`config.mk`:
```
export PLATFORM = sky130hd
export DESIGN_NAME = ddrw_ctrl_flat
export DESIGN_NICKNAME = d
export VERILOG_FILES = /design/src/logic/ddrw_pkg.sv /design/src/logic/ddrw_if.sv /design/src/logic/ddrw_ctrl.sv /design/src/flat_wrapper.sv
export SDC_FILE = /design/constraint.sdc
export NUM_CORES = 1
export LEC_CHECK = 0
export ABC_AREA = 1
export BUFFER_PORTS_ARGS = -buffer_cell sky130_fd_sc_hd__buf_2
export CORE_MARGIN = 2
export CORE_UTILIZATION = 49
export DETAILED_ROUTE_END_ITERATION = 8
export PLACE_DENSITY = 0.71
export SLEW_MARGIN = 20
export SYNTH_ARGS = -nofsm -noshare
export SYNTH_HDL_FRONTEND = slang
export SYNTH_SLANG_ARGS = --single-unit
export TNS_END_PERCENT = 100
```
`constraint.sdc`:
```
create_clock -name sys_clk_i -period 8.4 [get_ports sys_clk_i]
set_clock_uncertainty 0.1 [all_clocks]
set_input_delay 0.84 -clock sys_clk_i [delete_from_list [all_inputs] [get_ports sys_clk_i]]
set_output_delay 0.84 -clock sys_clk_i [all_outputs]
set_load 0.1 [all_outputs]
```
`src/logic/ddrw_pkg.sv`:
```
package ddrw_pkg;

	// Burst-length field encodings of mode register zero.
	localparam logic [1:0] BL_FULL_FIXED = 2'h0;
	localparam logic [1:0] BL_ON_THE_FLY = 2'h1;
	localparam logic [1:0] BL_CHOP_FIXED = 2'h2;

	// Beats per burst.
	localparam logic [3:0] FULL_EIGHT_BEAT_BURST   = 4'h8;
	localparam logic [3:0] CHOPPED_FOUR_BEAT_BURST = 4'h4;

	// Command codes on the link.
	localparam logic [1:0] OP_MODE  = 2'h0;
	localparam logic [1:0] OP_WRITE = 2'h1;
	localparam logic [1:0] OP_READ  = 2'h2;
	localparam logic [1:0] OP_PRE   = 2'h3;

	// Timing counts in command clock cycles.
	localparam logic [5:0] PARITY_LATENCY_CYC         = 6'h04;
	localparam logic [5:0] WRITE_COLUMN_LATENCY_RST   = 6'h09;
	localparam logic [5:0] ADDITIVE_LATENCY_RST       = 6'h00;
	localparam logic [5:0] WRITE_RECOVERY_CYC         = 6'h0c;
	localparam logic [5:0] INVERSION_WRITE_RECOVERY_CYC = 6'h0e;
	localparam logic [5:0] WRITE_TO_READ_SAME_GROUP_CYC = 6'h06;
	localparam logic [5:0] WRITE_TO_READ_OTHER_GROUP_CYC = 6'h02;
	localparam logic [5:0] INVERSION_WTR_SAME_GROUP_CYC  = 6'h08;
	localparam logic [5:0] INVERSION_WTR_OTHER_GROUP_CYC = 6'h04;

	typedef enum logic [2:0] {
		ST_IDLE = 3'b001,
		ST_LAT  = 3'b010,
		ST_DATA = 3'b100
	} ddrw_state_t;

	function automatic logic [3:0] burst_beats(input logic [1:0] bl, input logic bsel);
		logic [3:0] n;
		n = FULL_EIGHT_BEAT_BURST;
		if (bl == BL_CHOP_FIXED)
			n = CHOPPED_FOUR_BEAT_BURST;
		else if (bl == BL_ON_THE_FLY && !bsel)
			n = CHOPPED_FOUR_BEAT_BURST;
		return n;
	endfunction

	function automatic logic [5:0] write_latency(input logic [5:0] al, input logic [5:0] wcl,
			input logic pl_en);
		return 6'(al + wcl + (pl_en ? PARITY_LATENCY_CYC : 6'h00));
	endfunction

endpackage

```
`src/logic/ddrw_if.sv`:
```
`timescale 1ns/1ps
interface ddrw_if;
	logic        cmd_valid;
	logic [1:0]  cmd_op;
	logic [1:0]  cmd_bank;
	logic        cmd_group;
	logic        burst_select_address_bit;
	logic        cmd_ap;
	logic [1:0]  mode_bl;
	logic [5:0]  mode_wcl;
	logic [5:0]  mode_al;
	logic        mode_pl_en;
	logic        mode_dbi_en;
	logic [5:0]  mode_wr;
	logic [15:0] dq;
	logic        dq_valid;
	logic        dq_dbi_n;
	logic        dev_ready;

	modport ctrl (
		output cmd_valid, cmd_op, cmd_bank, cmd_group, burst_select_address_bit, cmd_ap,
		output mode_bl, mode_wcl, mode_al, mode_pl_en, mode_dbi_en, mode_wr,
		output dq, dq_valid, dq_dbi_n,
		input  dev_ready
	);
	modport dev (
		input  cmd_valid, cmd_op, cmd_bank, cmd_group, burst_select_address_bit, cmd_ap,
		input  mode_bl, mode_wcl, mode_al, mode_pl_en, mode_dbi_en, mode_wr,
		input  dq, dq_valid, dq_dbi_n,
		output dev_ready
	);
endinterface

```
`src/logic/ddrw_ctrl.sv`:
```
`timescale 1ns/1ps
module ddrw_ctrl (
	input  wire logic         sys_clk_i,
	input  wire logic         rst_i,
	ddrw_if.ctrl              link,
	input  wire logic [1:0]   cfg_bl_i,
	input  wire logic [5:0]   cfg_wcl_i,
	input  wire logic [5:0]   cfg_al_i,
	input  wire logic         cfg_pl_en_i,
	input  wire logic         cfg_dbi_en_i,
	input  wire logic [5:0]   cfg_wr_i,
	input  wire logic         cfg_load_i,
	input  wire logic         req_valid_i,
	input  wire logic [1:0]   req_op_i,
	input  wire logic [1:0]   req_bank_i,
	input  wire logic         req_group_i,
	input  wire logic         req_bsel_i,
	input  wire logic         req_ap_i,
	input  wire logic [127:0] req_wdata_i,
	output logic              req_ready_o,
	output logic              busy_o
);
	ddrw_pkg::ddrw_state_t st_q;

	logic         cmd_valid_q;
	logic [1:0]   cmd_op_q;
	logic [1:0]   cmd_bank_q;
	logic         cmd_group_q;
	logic         cmd_bsel_q;
	logic         cmd_ap_q;
	logic [1:0]   bl_q;
	logic [5:0]   wcl_q;
	logic [5:0]   al_q;
	logic         pl_en_q;
	logic         dbi_en_q;
	logic [5:0]   wr_q;
	logic [15:0]  dq_q;
	logic         dq_valid_q;
	logic         dq_dbi_n_q;
	logic [5:0]   lat_q;
	logic [3:0]   beats_q;
	logic [3:0]   beat_q;
	logic [127:0] data_q;
	logic [1:0]   wbank_q;
	logic         wgroup_q;
	logic [5:0]   rec_q [4];
	logic [5:0]   wtr_same_q;
	logic [5:0]   wtr_other_q;
	logic         ready_q;
	logic         busy_q;

	wire idle      = st_q == ddrw_pkg::ST_IDLE && !cmd_valid_q;
	wire [5:0] wl  = ddrw_pkg::write_latency(al_q, wcl_q, pl_en_q);
	wire [3:0] nbeats = ddrw_pkg::burst_beats(bl_q, req_bsel_i);
	wire in_data   = st_q == ddrw_pkg::ST_DATA;
	wire last_sent = in_data && (beat_q == beats_q);
	wire [15:0] word = data_q[15:0];

	// With inversion the long recovery figures replace the normal ones.
	wire [5:0] rec_load  = dbi_en_q ? ddrw_pkg::INVERSION_WRITE_RECOVERY_CYC
	                                : wr_q;
	wire [5:0] same_load = dbi_en_q ? ddrw_pkg::INVERSION_WTR_SAME_GROUP_CYC
	                                : ddrw_pkg::WRITE_TO_READ_SAME_GROUP_CYC;
	wire [5:0] other_load = dbi_en_q ? ddrw_pkg::INVERSION_WTR_OTHER_GROUP_CYC
	                                 : ddrw_pkg::WRITE_TO_READ_OTHER_GROUP_CYC;

	wire pre_ok  = rec_q[req_bank_i] == 6'h00;
	wire read_ok = wtr_other_q == 6'h00 &&
	               (req_group_i != wgroup_q || wtr_same_q == 6'h00);

	wire take_write = req_op_i == ddrw_pkg::OP_WRITE && link.dev_ready;
	wire take_read  = req_op_i == ddrw_pkg::OP_READ && read_ok;
	wire take_pre   = req_op_i == ddrw_pkg::OP_PRE && pre_ok;
	wire take_mode  = req_op_i == ddrw_pkg::OP_MODE;
	wire accept     = idle && !cfg_load_i && req_valid_i &&
	                  (take_write || take_read || take_pre || take_mode);
	wire accept_wr  = accept && req_op_i == ddrw_pkg::OP_WRITE;
	wire load_mode  = idle && cfg_load_i;

	function automatic logic many_ones(input logic [15:0] w);
		logic [4:0] n;
		n = '0;
		for (int i = 0; i < 16; i++)
			n = n + 5'(w[i]);
		return n > 5'h08;
	endfunction

	assign link.cmd_valid                = cmd_valid_q;
	assign link.cmd_op                   = cmd_op_q;
	assign link.cmd_bank                 = cmd_bank_q;
	assign link.cmd_group                = cmd_group_q;
	assign link.burst_select_address_bit = cmd_bsel_q;
	assign link.cmd_ap                   = cmd_ap_q;
	assign link.mode_bl                  = bl_q;
	assign link.mode_wcl                 = wcl_q;
	assign link.mode_al                  = al_q;
	assign link.mode_pl_en               = pl_en_q;
	assign link.mode_dbi_en              = dbi_en_q;
	assign link.mode_wr                  = wr_q;
	assign link.dq                       = dq_q;
	assign link.dq_valid                 = dq_valid_q;
	assign link.dq_dbi_n                 = dq_dbi_n_q;
	assign req_ready_o                   = ready_q;
	assign busy_o                        = busy_q;

	always_ff @(posedge sys_clk_i or posedge rst_i) begin
		if (rst_i) begin
			bl_q     <= ddrw_pkg::BL_FULL_FIXED;
			wcl_q    <= ddrw_pkg::WRITE_COLUMN_LATENCY_RST;
			al_q     <= ddrw_pkg::ADDITIVE_LATENCY_RST;
			pl_en_q  <= 1'b0;
			dbi_en_q <= 1'b0;
			wr_q     <= ddrw_pkg::WRITE_RECOVERY_CYC;
		end else if (load_mode) begin
			bl_q     <= cfg_bl_i;
			wcl_q    <= cfg_wcl_i;
			al_q     <= cfg_al_i;
			pl_en_q  <= cfg_pl_en_i;
			dbi_en_q <= cfg_dbi_en_i;
			wr_q     <= cfg_wr_i;
		end
	end

	always_ff @(posedge sys_clk_i or posedge rst_i) begin
		if (rst_i) begin
			cmd_valid_q <= 1'b0;
			cmd_op_q    <= ddrw_pkg::OP_MODE;
			cmd_bank_q  <= '0;
			cmd_group_q <= 1'b0;
			cmd_bsel_q  <= 1'b0;
			cmd_ap_q    <= 1'b0;
		end else begin
			cmd_valid_q <= load_mode || accept;
			cmd_op_q    <= load_mode ? ddrw_pkg::OP_MODE : req_op_i;
			cmd_bank_q  <= req_bank_i;
			cmd_group_q <= req_group_i;
			cmd_bsel_q  <= req_bsel_i;
			cmd_ap_q    <= req_ap_i && accept_wr;
		end
	end

	// The data path mirrors the device's latency count so both ends agree on beat zero.
	always_ff @(posedge sys_clk_i or posedge rst_i) begin
		if (rst_i) begin
			st_q       <= ddrw_pkg::ST_IDLE;
			lat_q      <= '0;
			beats_q    <= '0;
			beat_q     <= '0;
			data_q     <= '0;
			wbank_q    <= '0;
			dq_q       <= '0;
			dq_valid_q <= 1'b0;
			dq_dbi_n_q <= 1'b1;
		end else begin
			unique case (st_q)
				ddrw_pkg::ST_IDLE: begin
					dq_valid_q <= 1'b0;
					if (accept_wr) begin
						st_q    <= ddrw_pkg::ST_LAT;
						lat_q   <= wl - 6'h01;
						beats_q <= nbeats;
						beat_q  <= '0;
						data_q  <= req_wdata_i;
						wbank_q <= req_bank_i;
					end
				end
				ddrw_pkg::ST_LAT: begin
					lat_q <= lat_q - 6'h01;
					// Same count as the device, so beat zero stands when the device samples.
					if (lat_q == 6'h01)
						st_q <= ddrw_pkg::ST_DATA;
				end
				ddrw_pkg::ST_DATA: begin
					if (last_sent) begin
						st_q       <= ddrw_pkg::ST_IDLE;
						dq_valid_q <= 1'b0;
					end else begin
						dq_valid_q <= 1'b1;
						dq_dbi_n_q <= !(dbi_en_q && many_ones(word));
						dq_q       <= (dbi_en_q && many_ones(word)) ? ~word : word;
						data_q     <= {16'h0000, data_q[127:16]};
						beat_q     <= beat_q + 4'h1;
					end
				end
			endcase
		end
	end

	// Counters load on the edge that closes the last beat, so zero marks the earliest
	// legal command.
	always_ff @(posedge sys_clk_i or posedge rst_i) begin
		if (rst_i) begin
			for (int b = 0; b < 4; b++)
				rec_q[b] <= '0;
			wtr_same_q  <= '0;
			wtr_other_q <= '0;
			wgroup_q    <= 1'b0;
		end else begin
			for (int b = 0; b < 4; b++) begin
				if (last_sent && 2'(b) == wbank_q)
					rec_q[b] <= rec_load - 6'h01;
				else if (rec_q[b] != 6'h00)
					rec_q[b] <= rec_q[b] - 6'h01;
			end
			if (last_sent) begin
				wtr_same_q  <= same_load - 6'h01;
				wtr_other_q <= other_load - 6'h01;
			end else begin
				if (wtr_same_q != 6'h00)
					wtr_same_q <= wtr_same_q - 6'h01;
				if (wtr_other_q != 6'h00)
					wtr_other_q <= wtr_other_q - 6'h01;
			end
			// The group is taken at acceptance, since the command lines follow later requests.
			if (accept_wr)
				wgroup_q <= req_group_i;
		end
	end

	always_ff @(posedge sys_clk_i or posedge rst_i) begin
		if (rst_i) begin
			ready_q <= 1'b0;
			busy_q  <= 1'b0;
		end else begin
			ready_q <= accept;
			busy_q  <= st_q != ddrw_pkg::ST_IDLE || accept_wr;
		end
	end
endmodule

```
`src/flat_wrapper.sv`:
```
// flat-port wrapper written by rule: the top's interface ports become plain ports
module ddrw_ctrl_flat 
  (sys_clk_i, rst_i, cfg_bl_i, cfg_wcl_i, cfg_al_i, cfg_pl_en_i, cfg_dbi_en_i, cfg_wr_i, cfg_load_i, req_valid_i, req_op_i, req_bank_i, req_group_i, req_bsel_i, req_ap_i, req_wdata_i, req_ready_o, busy_o, link_cmd_valid, link_cmd_op, link_cmd_bank, link_cmd_group, link_burst_select_address_bit, link_cmd_ap, link_mode_bl, link_mode_wcl, link_mode_al, link_mode_pl_en, link_mode_dbi_en, link_mode_wr, link_dq, link_dq_valid, link_dq_dbi_n, link_dev_ready);
  ddrw_if link_i ();
  input  wire logic sys_clk_i;
  input  wire logic rst_i;
  input  wire logic [1:0] cfg_bl_i;
  input  wire logic [5:0] cfg_wcl_i;
  input  wire logic [5:0] cfg_al_i;
  input  wire logic cfg_pl_en_i;
  input  wire logic cfg_dbi_en_i;
  input  wire logic [5:0] cfg_wr_i;
  input  wire logic cfg_load_i;
  input  wire logic req_valid_i;
  input  wire logic [1:0] req_op_i;
  input  wire logic [1:0] req_bank_i;
  input  wire logic req_group_i;
  input  wire logic req_bsel_i;
  input  wire logic req_ap_i;
  input  wire logic [127:0] req_wdata_i;
  output logic req_ready_o;
  output logic busy_o;
  output wire logic [$bits(link_i.cmd_valid)-1:0] link_cmd_valid;
  output wire logic [$bits(link_i.cmd_op)-1:0] link_cmd_op;
  output wire logic [$bits(link_i.cmd_bank)-1:0] link_cmd_bank;
  output wire logic [$bits(link_i.cmd_group)-1:0] link_cmd_group;
  output wire logic [$bits(link_i.burst_select_address_bit)-1:0] link_burst_select_address_bit;
  output wire logic [$bits(link_i.cmd_ap)-1:0] link_cmd_ap;
  output wire logic [$bits(link_i.mode_bl)-1:0] link_mode_bl;
  output wire logic [$bits(link_i.mode_wcl)-1:0] link_mode_wcl;
  output wire logic [$bits(link_i.mode_al)-1:0] link_mode_al;
  output wire logic [$bits(link_i.mode_pl_en)-1:0] link_mode_pl_en;
  output wire logic [$bits(link_i.mode_dbi_en)-1:0] link_mode_dbi_en;
  output wire logic [$bits(link_i.mode_wr)-1:0] link_mode_wr;
  output wire logic [$bits(link_i.dq)-1:0] link_dq;
  output wire logic [$bits(link_i.dq_valid)-1:0] link_dq_valid;
  output wire logic [$bits(link_i.dq_dbi_n)-1:0] link_dq_dbi_n;
  input wire logic [$bits(link_i.dev_ready)-1:0] link_dev_ready;
  assign link_cmd_valid = link_i.cmd_valid;
  assign link_cmd_op = link_i.cmd_op;
  assign link_cmd_bank = link_i.cmd_bank;
  assign link_cmd_group = link_i.cmd_group;
  assign link_burst_select_address_bit = link_i.burst_select_address_bit;
  assign link_cmd_ap = link_i.cmd_ap;
  assign link_mode_bl = link_i.mode_bl;
  assign link_mode_wcl = link_i.mode_wcl;
  assign link_mode_al = link_i.mode_al;
  assign link_mode_pl_en = link_i.mode_pl_en;
  assign link_mode_dbi_en = link_i.mode_dbi_en;
  assign link_mode_wr = link_i.mode_wr;
  assign link_dq = link_i.dq;
  assign link_dq_valid = link_i.dq_valid;
  assign link_dq_dbi_n = link_i.dq_dbi_n;
  assign link_i.dev_ready = link_dev_ready;
  ddrw_ctrl u_core (.sys_clk_i(sys_clk_i), .rst_i(rst_i), .link(link_i), .cfg_bl_i(cfg_bl_i), .cfg_wcl_i(cfg_wcl_i), .cfg_al_i(cfg_al_i), .cfg_pl_en_i(cfg_pl_en_i), .cfg_dbi_en_i(cfg_dbi_en_i), .cfg_wr_i(cfg_wr_i), .cfg_load_i(cfg_load_i), .req_valid_i(req_valid_i), .req_op_i(req_op_i), .req_bank_i(req_bank_i), .req_group_i(req_group_i), .req_bsel_i(req_bsel_i), .req_ap_i(req_ap_i), .req_wdata_i(req_wdata_i), .req_ready_o(req_ready_o), .busy_o(busy_o));
endmodule
```
After elaboration in Yosys (flattened, before gate mapping)
Index checks and enable logic that the tools add are counted.
W data, S select, Z words.
- register bits after elaboration: 234
- bits of input ports: 162
- add/sub/neg operators: 29
- order comparisons: 2
- eq/ne operators: 19
- multiplexer cells: 37
- bitwise operators: 3
- reductions and logical operators: 52
- operators by type and width (kind ; count):
    $mux W128 ; 2
    $pmux W128 S2 ; 1
    $mux W6 ; 16
    $add A5 B1 Y5 ; 14
    $sub A6 B1 Y6 const B ; 11
    $reduce_bool A6 Y1 ; 6
    $mux W4 ; 5
    $logic_and A1 B1 Y1 ; 18
    $logic_not A6 Y1 ; 3
    $mux W16 ; 1
    $not A16 Y16 ; 1
    $reduce_bool A2 Y1 ; 8
    $mux W3 ; 5
    $add A6 B6 Y6 ; 2
    $bmux W6 S2 ; 1
    $pmux W6 S2 ; 1
    $pmux W3 S3 ; 1
    $pmux W4 S2 ; 1
    $eq A2 B2 Y1 const B ; 3
    $eq A6 B1 Y1 const B ; 1
    $logic_or A1 B1 Y1 ; 6
    $reduce_and A2 Y1 ; 3
    $reduce_and A3 Y1 ; 2
    $gt A5 B4 Y1 const B ; 1
    other kinds (21) ; 29

Longest topological paths before layout
- depth after elaboration: 18
- gate-level depth with buffers: 20
- depth with buffers taken out: 19

Least setup slack after synthesis
OpenSTA, ideal clock, no wires.
- path kind: reg-to-reg
- start point: reg u_core.data_q[0]
- end point: reg u_core.dq_q[15] (netlist: u_core.link.dq[15])
- setup time: 0.123 ns
- arrival: 4.444 ns
- data required time: 8.177 ns
- setup slack: 3.732 ns
- cell stages (with the launch flop): 16
- buffers on the path: 1
- path through: dfrtp_1 ha_1 inv_1 fa_1 fa_1 fa_1 fa_1 fa_1 fa_1 xnor2_1 o21ai_0 o21ai_2 nand2_1 clkbuf_1 o21ai_0 nand2_1
- word-level cells in the longest chain between the ends: 18
- ends and longest elaborated chain (what ; RTL line ; text):
    from (decl) ; ddrw_ctrl.sv:43 ; logic [127:0] data_q;
    from (signal assigned) ; ddrw_ctrl.sv:163 ; data_q <= req_wdata_i;
    from (signal assigned) ; ddrw_ctrl.sv:181 ; data_q <= {16'h0000, data_q[127:16]};
    $add A1 B1 Y2 ; ddrw_ctrl.sv:84 ; n = n + 5'(w[i]);
    $add A5 B1 Y5 (14 in series) ; ddrw_ctrl.sv:84 ;
    $gt A5 B4 Y1 ; ddrw_ctrl.sv:85 ; return n > 5'h08;
    $logic_and A1 B1 Y1 ; ddrw_ctrl.sv:180 ; dq_q <= (dbi_en_q && many_ones(word)) ? ~word : word;
    $mux W16 ; ddrw_ctrl.sv:180 ;
    to (signal assigned) ; ddrw_ctrl.sv:180 ;
    to (decl) ; ddrw_ctrl.sv:37 ; logic [15:0] dq_q;
No other way between the ends.
A chain may end at the register's enable or synchronous reset.

Final worst setup path
Ends and elaborated chain as after synthesis.

==> flow_metrics.env <==
export IMPL_cts_num_sinks=232
export IMPL_clockBufferDepth=3
export IMPL_drc=0
export IMPL_drt_iter0_drc=797
export IMPL_p_per_area_mw_per_mm2=161
export IMPL_cts_resized_gates=0
export IMPL_portBuffers=211
export IMPL_startpoint="u_core.data_q[0]"
export IMPL_antenna_found_initial=8
export IMPL_fin_tns_setup_ps=0
export IMPL_crit_path_top_delay_cell="o21ai_2"
export IMPL_gp_congestion=0.845
export IMPL_wl_um=30600
export IMPL_vias_per_cell=5.00
export IMPL_vias=11000
export IMPL_drv_slew=0
export IMPL_nFillCells=2440
export IMPL_maxSlewHeadroom=0.350
export IMPL_crit_arrival_ps=5810
export IMPL_dieWidth_um=164
export IMPL_grt_pass1_wl_um=50900
export IMPL_gr_total_overflow=0
export IMPL_fin_ws_ps=2900
export IMPL_syn_num_nets=1892
export IMPL_yosys_warnings=0
export IMPL_period_needed_ps=5500
export IMPL_synth_top_family_by_area="simple AND/OR/NAND/NOR gates"
export IMPL_num_rows=58
export IMPL_finalSetupViolCount=0
export IMPL_area_delta_synth_final_pct=16.1
export IMPL_cts_root_buf="clkbuf_16"
export IMPL_grtUsageTotal=0.230
export IMPL_total_power_mw=2.34
export IMPL_die_height_um=164
export IMPL_fin_nets=2054
export IMPL_drt_met1_wl_um=13600
export IMPL_r2r_start="u_core.data_q[0]"
export IMPL_synthSimpleGateAreaFrac=0.347
export IMPL_max_stage_delay_ps=570
export IMPL_core_mm2=0.0251
export IMPL_seq_area_frac_synth=0.464
export IMPL_start_util=0.499
export IMPL_hp_class="in -> reg"
export IMPL_drive_gt1_frac=0.160
export IMPL_worst_r2r_path_depth=14
export IMPL_fin_util=0.579
export IMPL_dpl_hpwl_um=20300
export IMPL_syn_cell_area_mm2=0.0125
export IMPL_syn_avg_cell_area_um2=7.40
export IMPL_grt_max_degree=100
export IMPL_synth_adder_area_share=0.0462
export IMPL_cts_tree="done"
export IMPL_endpoint="u_core.link.dq[15]"
export IMPL_synth_compound_area_frac=0.0397
export IMPL_finalCritPeriodShare=0.655
export IMPL_max_cap_violations=0
export IMPL_reg2reg_slack_ps=2900
export IMPL_syn_inst=1691
export IMPL_status="completed"
export IMPL_postCtsHoldBufs=0
export IMPL_crit_chain="ha_1, inv_1, fa_1, fa_1, fa_1, fa_1, fa_1, fa_1, xnor2_1, o21ai_0, o21ai_2, nand2_1, o21ai_0, nand2_1"
export IMPL_critPathRequiredTime_ps=8710
export IMPL_route_met3_wl_um=1750
export IMPL_p_leak_nw=8.54
export IMPL_r2r_end="u_core.link.dq[15]"
export IMPL_pre_cts_ws_ps=2940
export IMPL_hold_viol=0
export IMPL_start_kind="flop"
export IMPL_synth_top_area_frac=0.452
export IMPL_final_antenna_net_count=0
export IMPL_rsz0062_at_grt="no"
export IMPL_ys_types=35
export IMPL_cts_htree_levels=1
export IMPL_min_from="req_bsel_i"
export IMPL_yosysTopAreaCell="dfrtp_1"
export IMPL_endpoint_kind="flop"
export IMPL_tightestPinTransition_ps=974
export IMPL_grt_pass1_vias=10600
export IMPL_criticalPathCategory="reg -> reg"
export IMPL_muxShareOfSynthArea=0.0114
export IMPL_cts_buffers=26
export IMPL_io_pins=212
export IMPL_postCtsSetupRepairBufs=0
export IMPL_cp_max_fo=17
export IMPL_synth_seq_cells=232
export IMPL_whs_ps=336
export IMPL_wl_per_cell_um=13.9
export IMPL_wl_met2_um=14500
export IMPL_yosys_top_cells_area="dfrtp_1 45%, nand2_1 23%, nand3_1 7.2%"
export IMPL_clk_latency_ps=520
export IMPL_peakVddDrop_v=0.000136
export IMPL_highest_layer="met5"
export IMPL_crit_path_frequent_cell="fa_1"
export IMPL_clk_pin_slew_ps=60
export IMPL_synth_xor_area_frac=0.0161
export IMPL_die_area_mm2=0.0268
export IMPL_dr_pass1_iters=5
export IMPL_fmax_mhz=182
==> flip-flops by register name (all words and copies together) (netlist names), 2 cells and up <==
register and cells:
u_core.lat_q 6, u_core.beats_q 2, u_core.rec_q 24, u_core.link.cmd_bank 2, u_core.link.mode_al 6, u_core.wtr_other_q 6, u_core.link.mode_wr 6, u_core.st_q 3
u_core.wtr_same_q 6, u_core.data_q 128, u_core.link.dq 16, u_core.link.cmd_op 2, u_core.beat_q 4, u_core.link.mode_bl 2, u_core.wbank_q 2, u_core.link.mode_wcl 6
==> where the power goes <==
group	total, mW	switching, mW	internal [mW]
clock	1.11	0.457	0.651
combinational	0.113	0.0698	0.0436
sequential	1.12	0.000832	1.12
total	2.34	0.528	1.81
==> synth_stat cells <==
cell type / instances
buf_6: 5
inv_1: 139
buf_8: 1
nand4_1: 5
o31ai_1: 5
nor3_1: 2
dfrtp_1: 226
nand2_2: 2
buf_1: 4
o21ai_0: 48
a21oi_1: 32
o221ai_1: 2
a31oi_1: 3
o21ai_2: 1
nor2_1: 88
dfstp_2: 6
buf_2: 24
clkinv_1: 1
clkbuf_1: 52
ha_1: 27
nor3_4: 1
nor3b_2: 1
inv_2: 3
o22ai_1: 1
nand3_1: 179
xnor2_1: 11
mux2_2: 10
xor2_1: 12
nand3b_1: 5
o21a_1: 1
or2_2: 4
mux2i_1: 3
fa_1: 12
nand3_2: 11
nand2_1: 764
==> layout make-up <==
cell class                      count  area [µm²]  share of cell area
Clock inverter                      4        20.0             0.00138
Tap cell                          330         413              0.0284
Multi-Input combinational cell   1230        5790               0.398
Antenna cell                        6        15.0             0.00103
Clock buffer                       44         810              0.0557
Timing Repair Buffer              220        1120              0.0773
Inverter                          143         549              0.0378
Sequential cell                   232        5810               0.400
==> cell families after synthesis <==
family,after synthesis
xor gates and xnor gates,23
buffers and inverters,229
adders and majority gates,39
AOI/OAI and AO/OA,93
DFF,232
muxes,13
and+or+nand+nor,1062
==> worst min path at each step <==
stage | slack, ps | endpoint | depth (start not counted)
5_1_grt | 320 | u_core.link.burst_select_address_bit | 1
3_5_place_dp | 360 | u_core.data_q[79] | 2
6_report | 340 | u_core.link.burst_select_address_bit | 1
2_1_floorplan | 340 | u_core.data_q[15] | 2
3_3_place_gp | 350 | u_core.data_q[107] | 2
4_1_cts | 320 | u_core.link.burst_select_address_bit | 1
==> metal layers <==
layer	GRT usage	vias up
li1	-	5597
met1	0.313	5112
met2	0.379	262
met3	0.0429	59
met4	0.0602	6
met5	0	-
==> worst max-delay path: cells and delay by family, from the launching register on <==
family,cells,cell delay [ps]
adder cells (fa/ha/maj),7,3010
AO/OA/AOI/OAI,3,990
AND/OR/NAND/NOR,2,620
flip-flops,1,410
XOR/XNOR,1,170
buffers and inverters,1,70
==> per-stage QoR <==
stage	cells	cell area (µm²)
5_1_grt	2207	14500
6_report	2209	14500
3_3_place_gp	2155	13700
2_1_floorplan	1691	12500
3_5_place_dp	2155	13700
4_1_cts	2203	14500
==> cell usage in the layout, fill, tap and decap left out, types with 6 or more instances in the layout <==
master     netlist  final
nand2_1        764    764
dfrtp_1        226    226
buf_2           24    211
nand3_1        179    178
inv_1          139    137
nor2_1          88     88
o21ai_0         48     48
a21oi_1         32     32
ha_1            27     27
clkbuf_16        0     27
xor2_1          12     12
fa_1            12     12
xnor2_1         11     11
nand3_2         11     11
mux2_2          10     10
clkbuf_1        52     10
buf_4            0      9
clkbuf_8         0      7
diode_2          0      6
dfstp_2          6      6
Note: power is estimated with default switching activity, not from simulation.
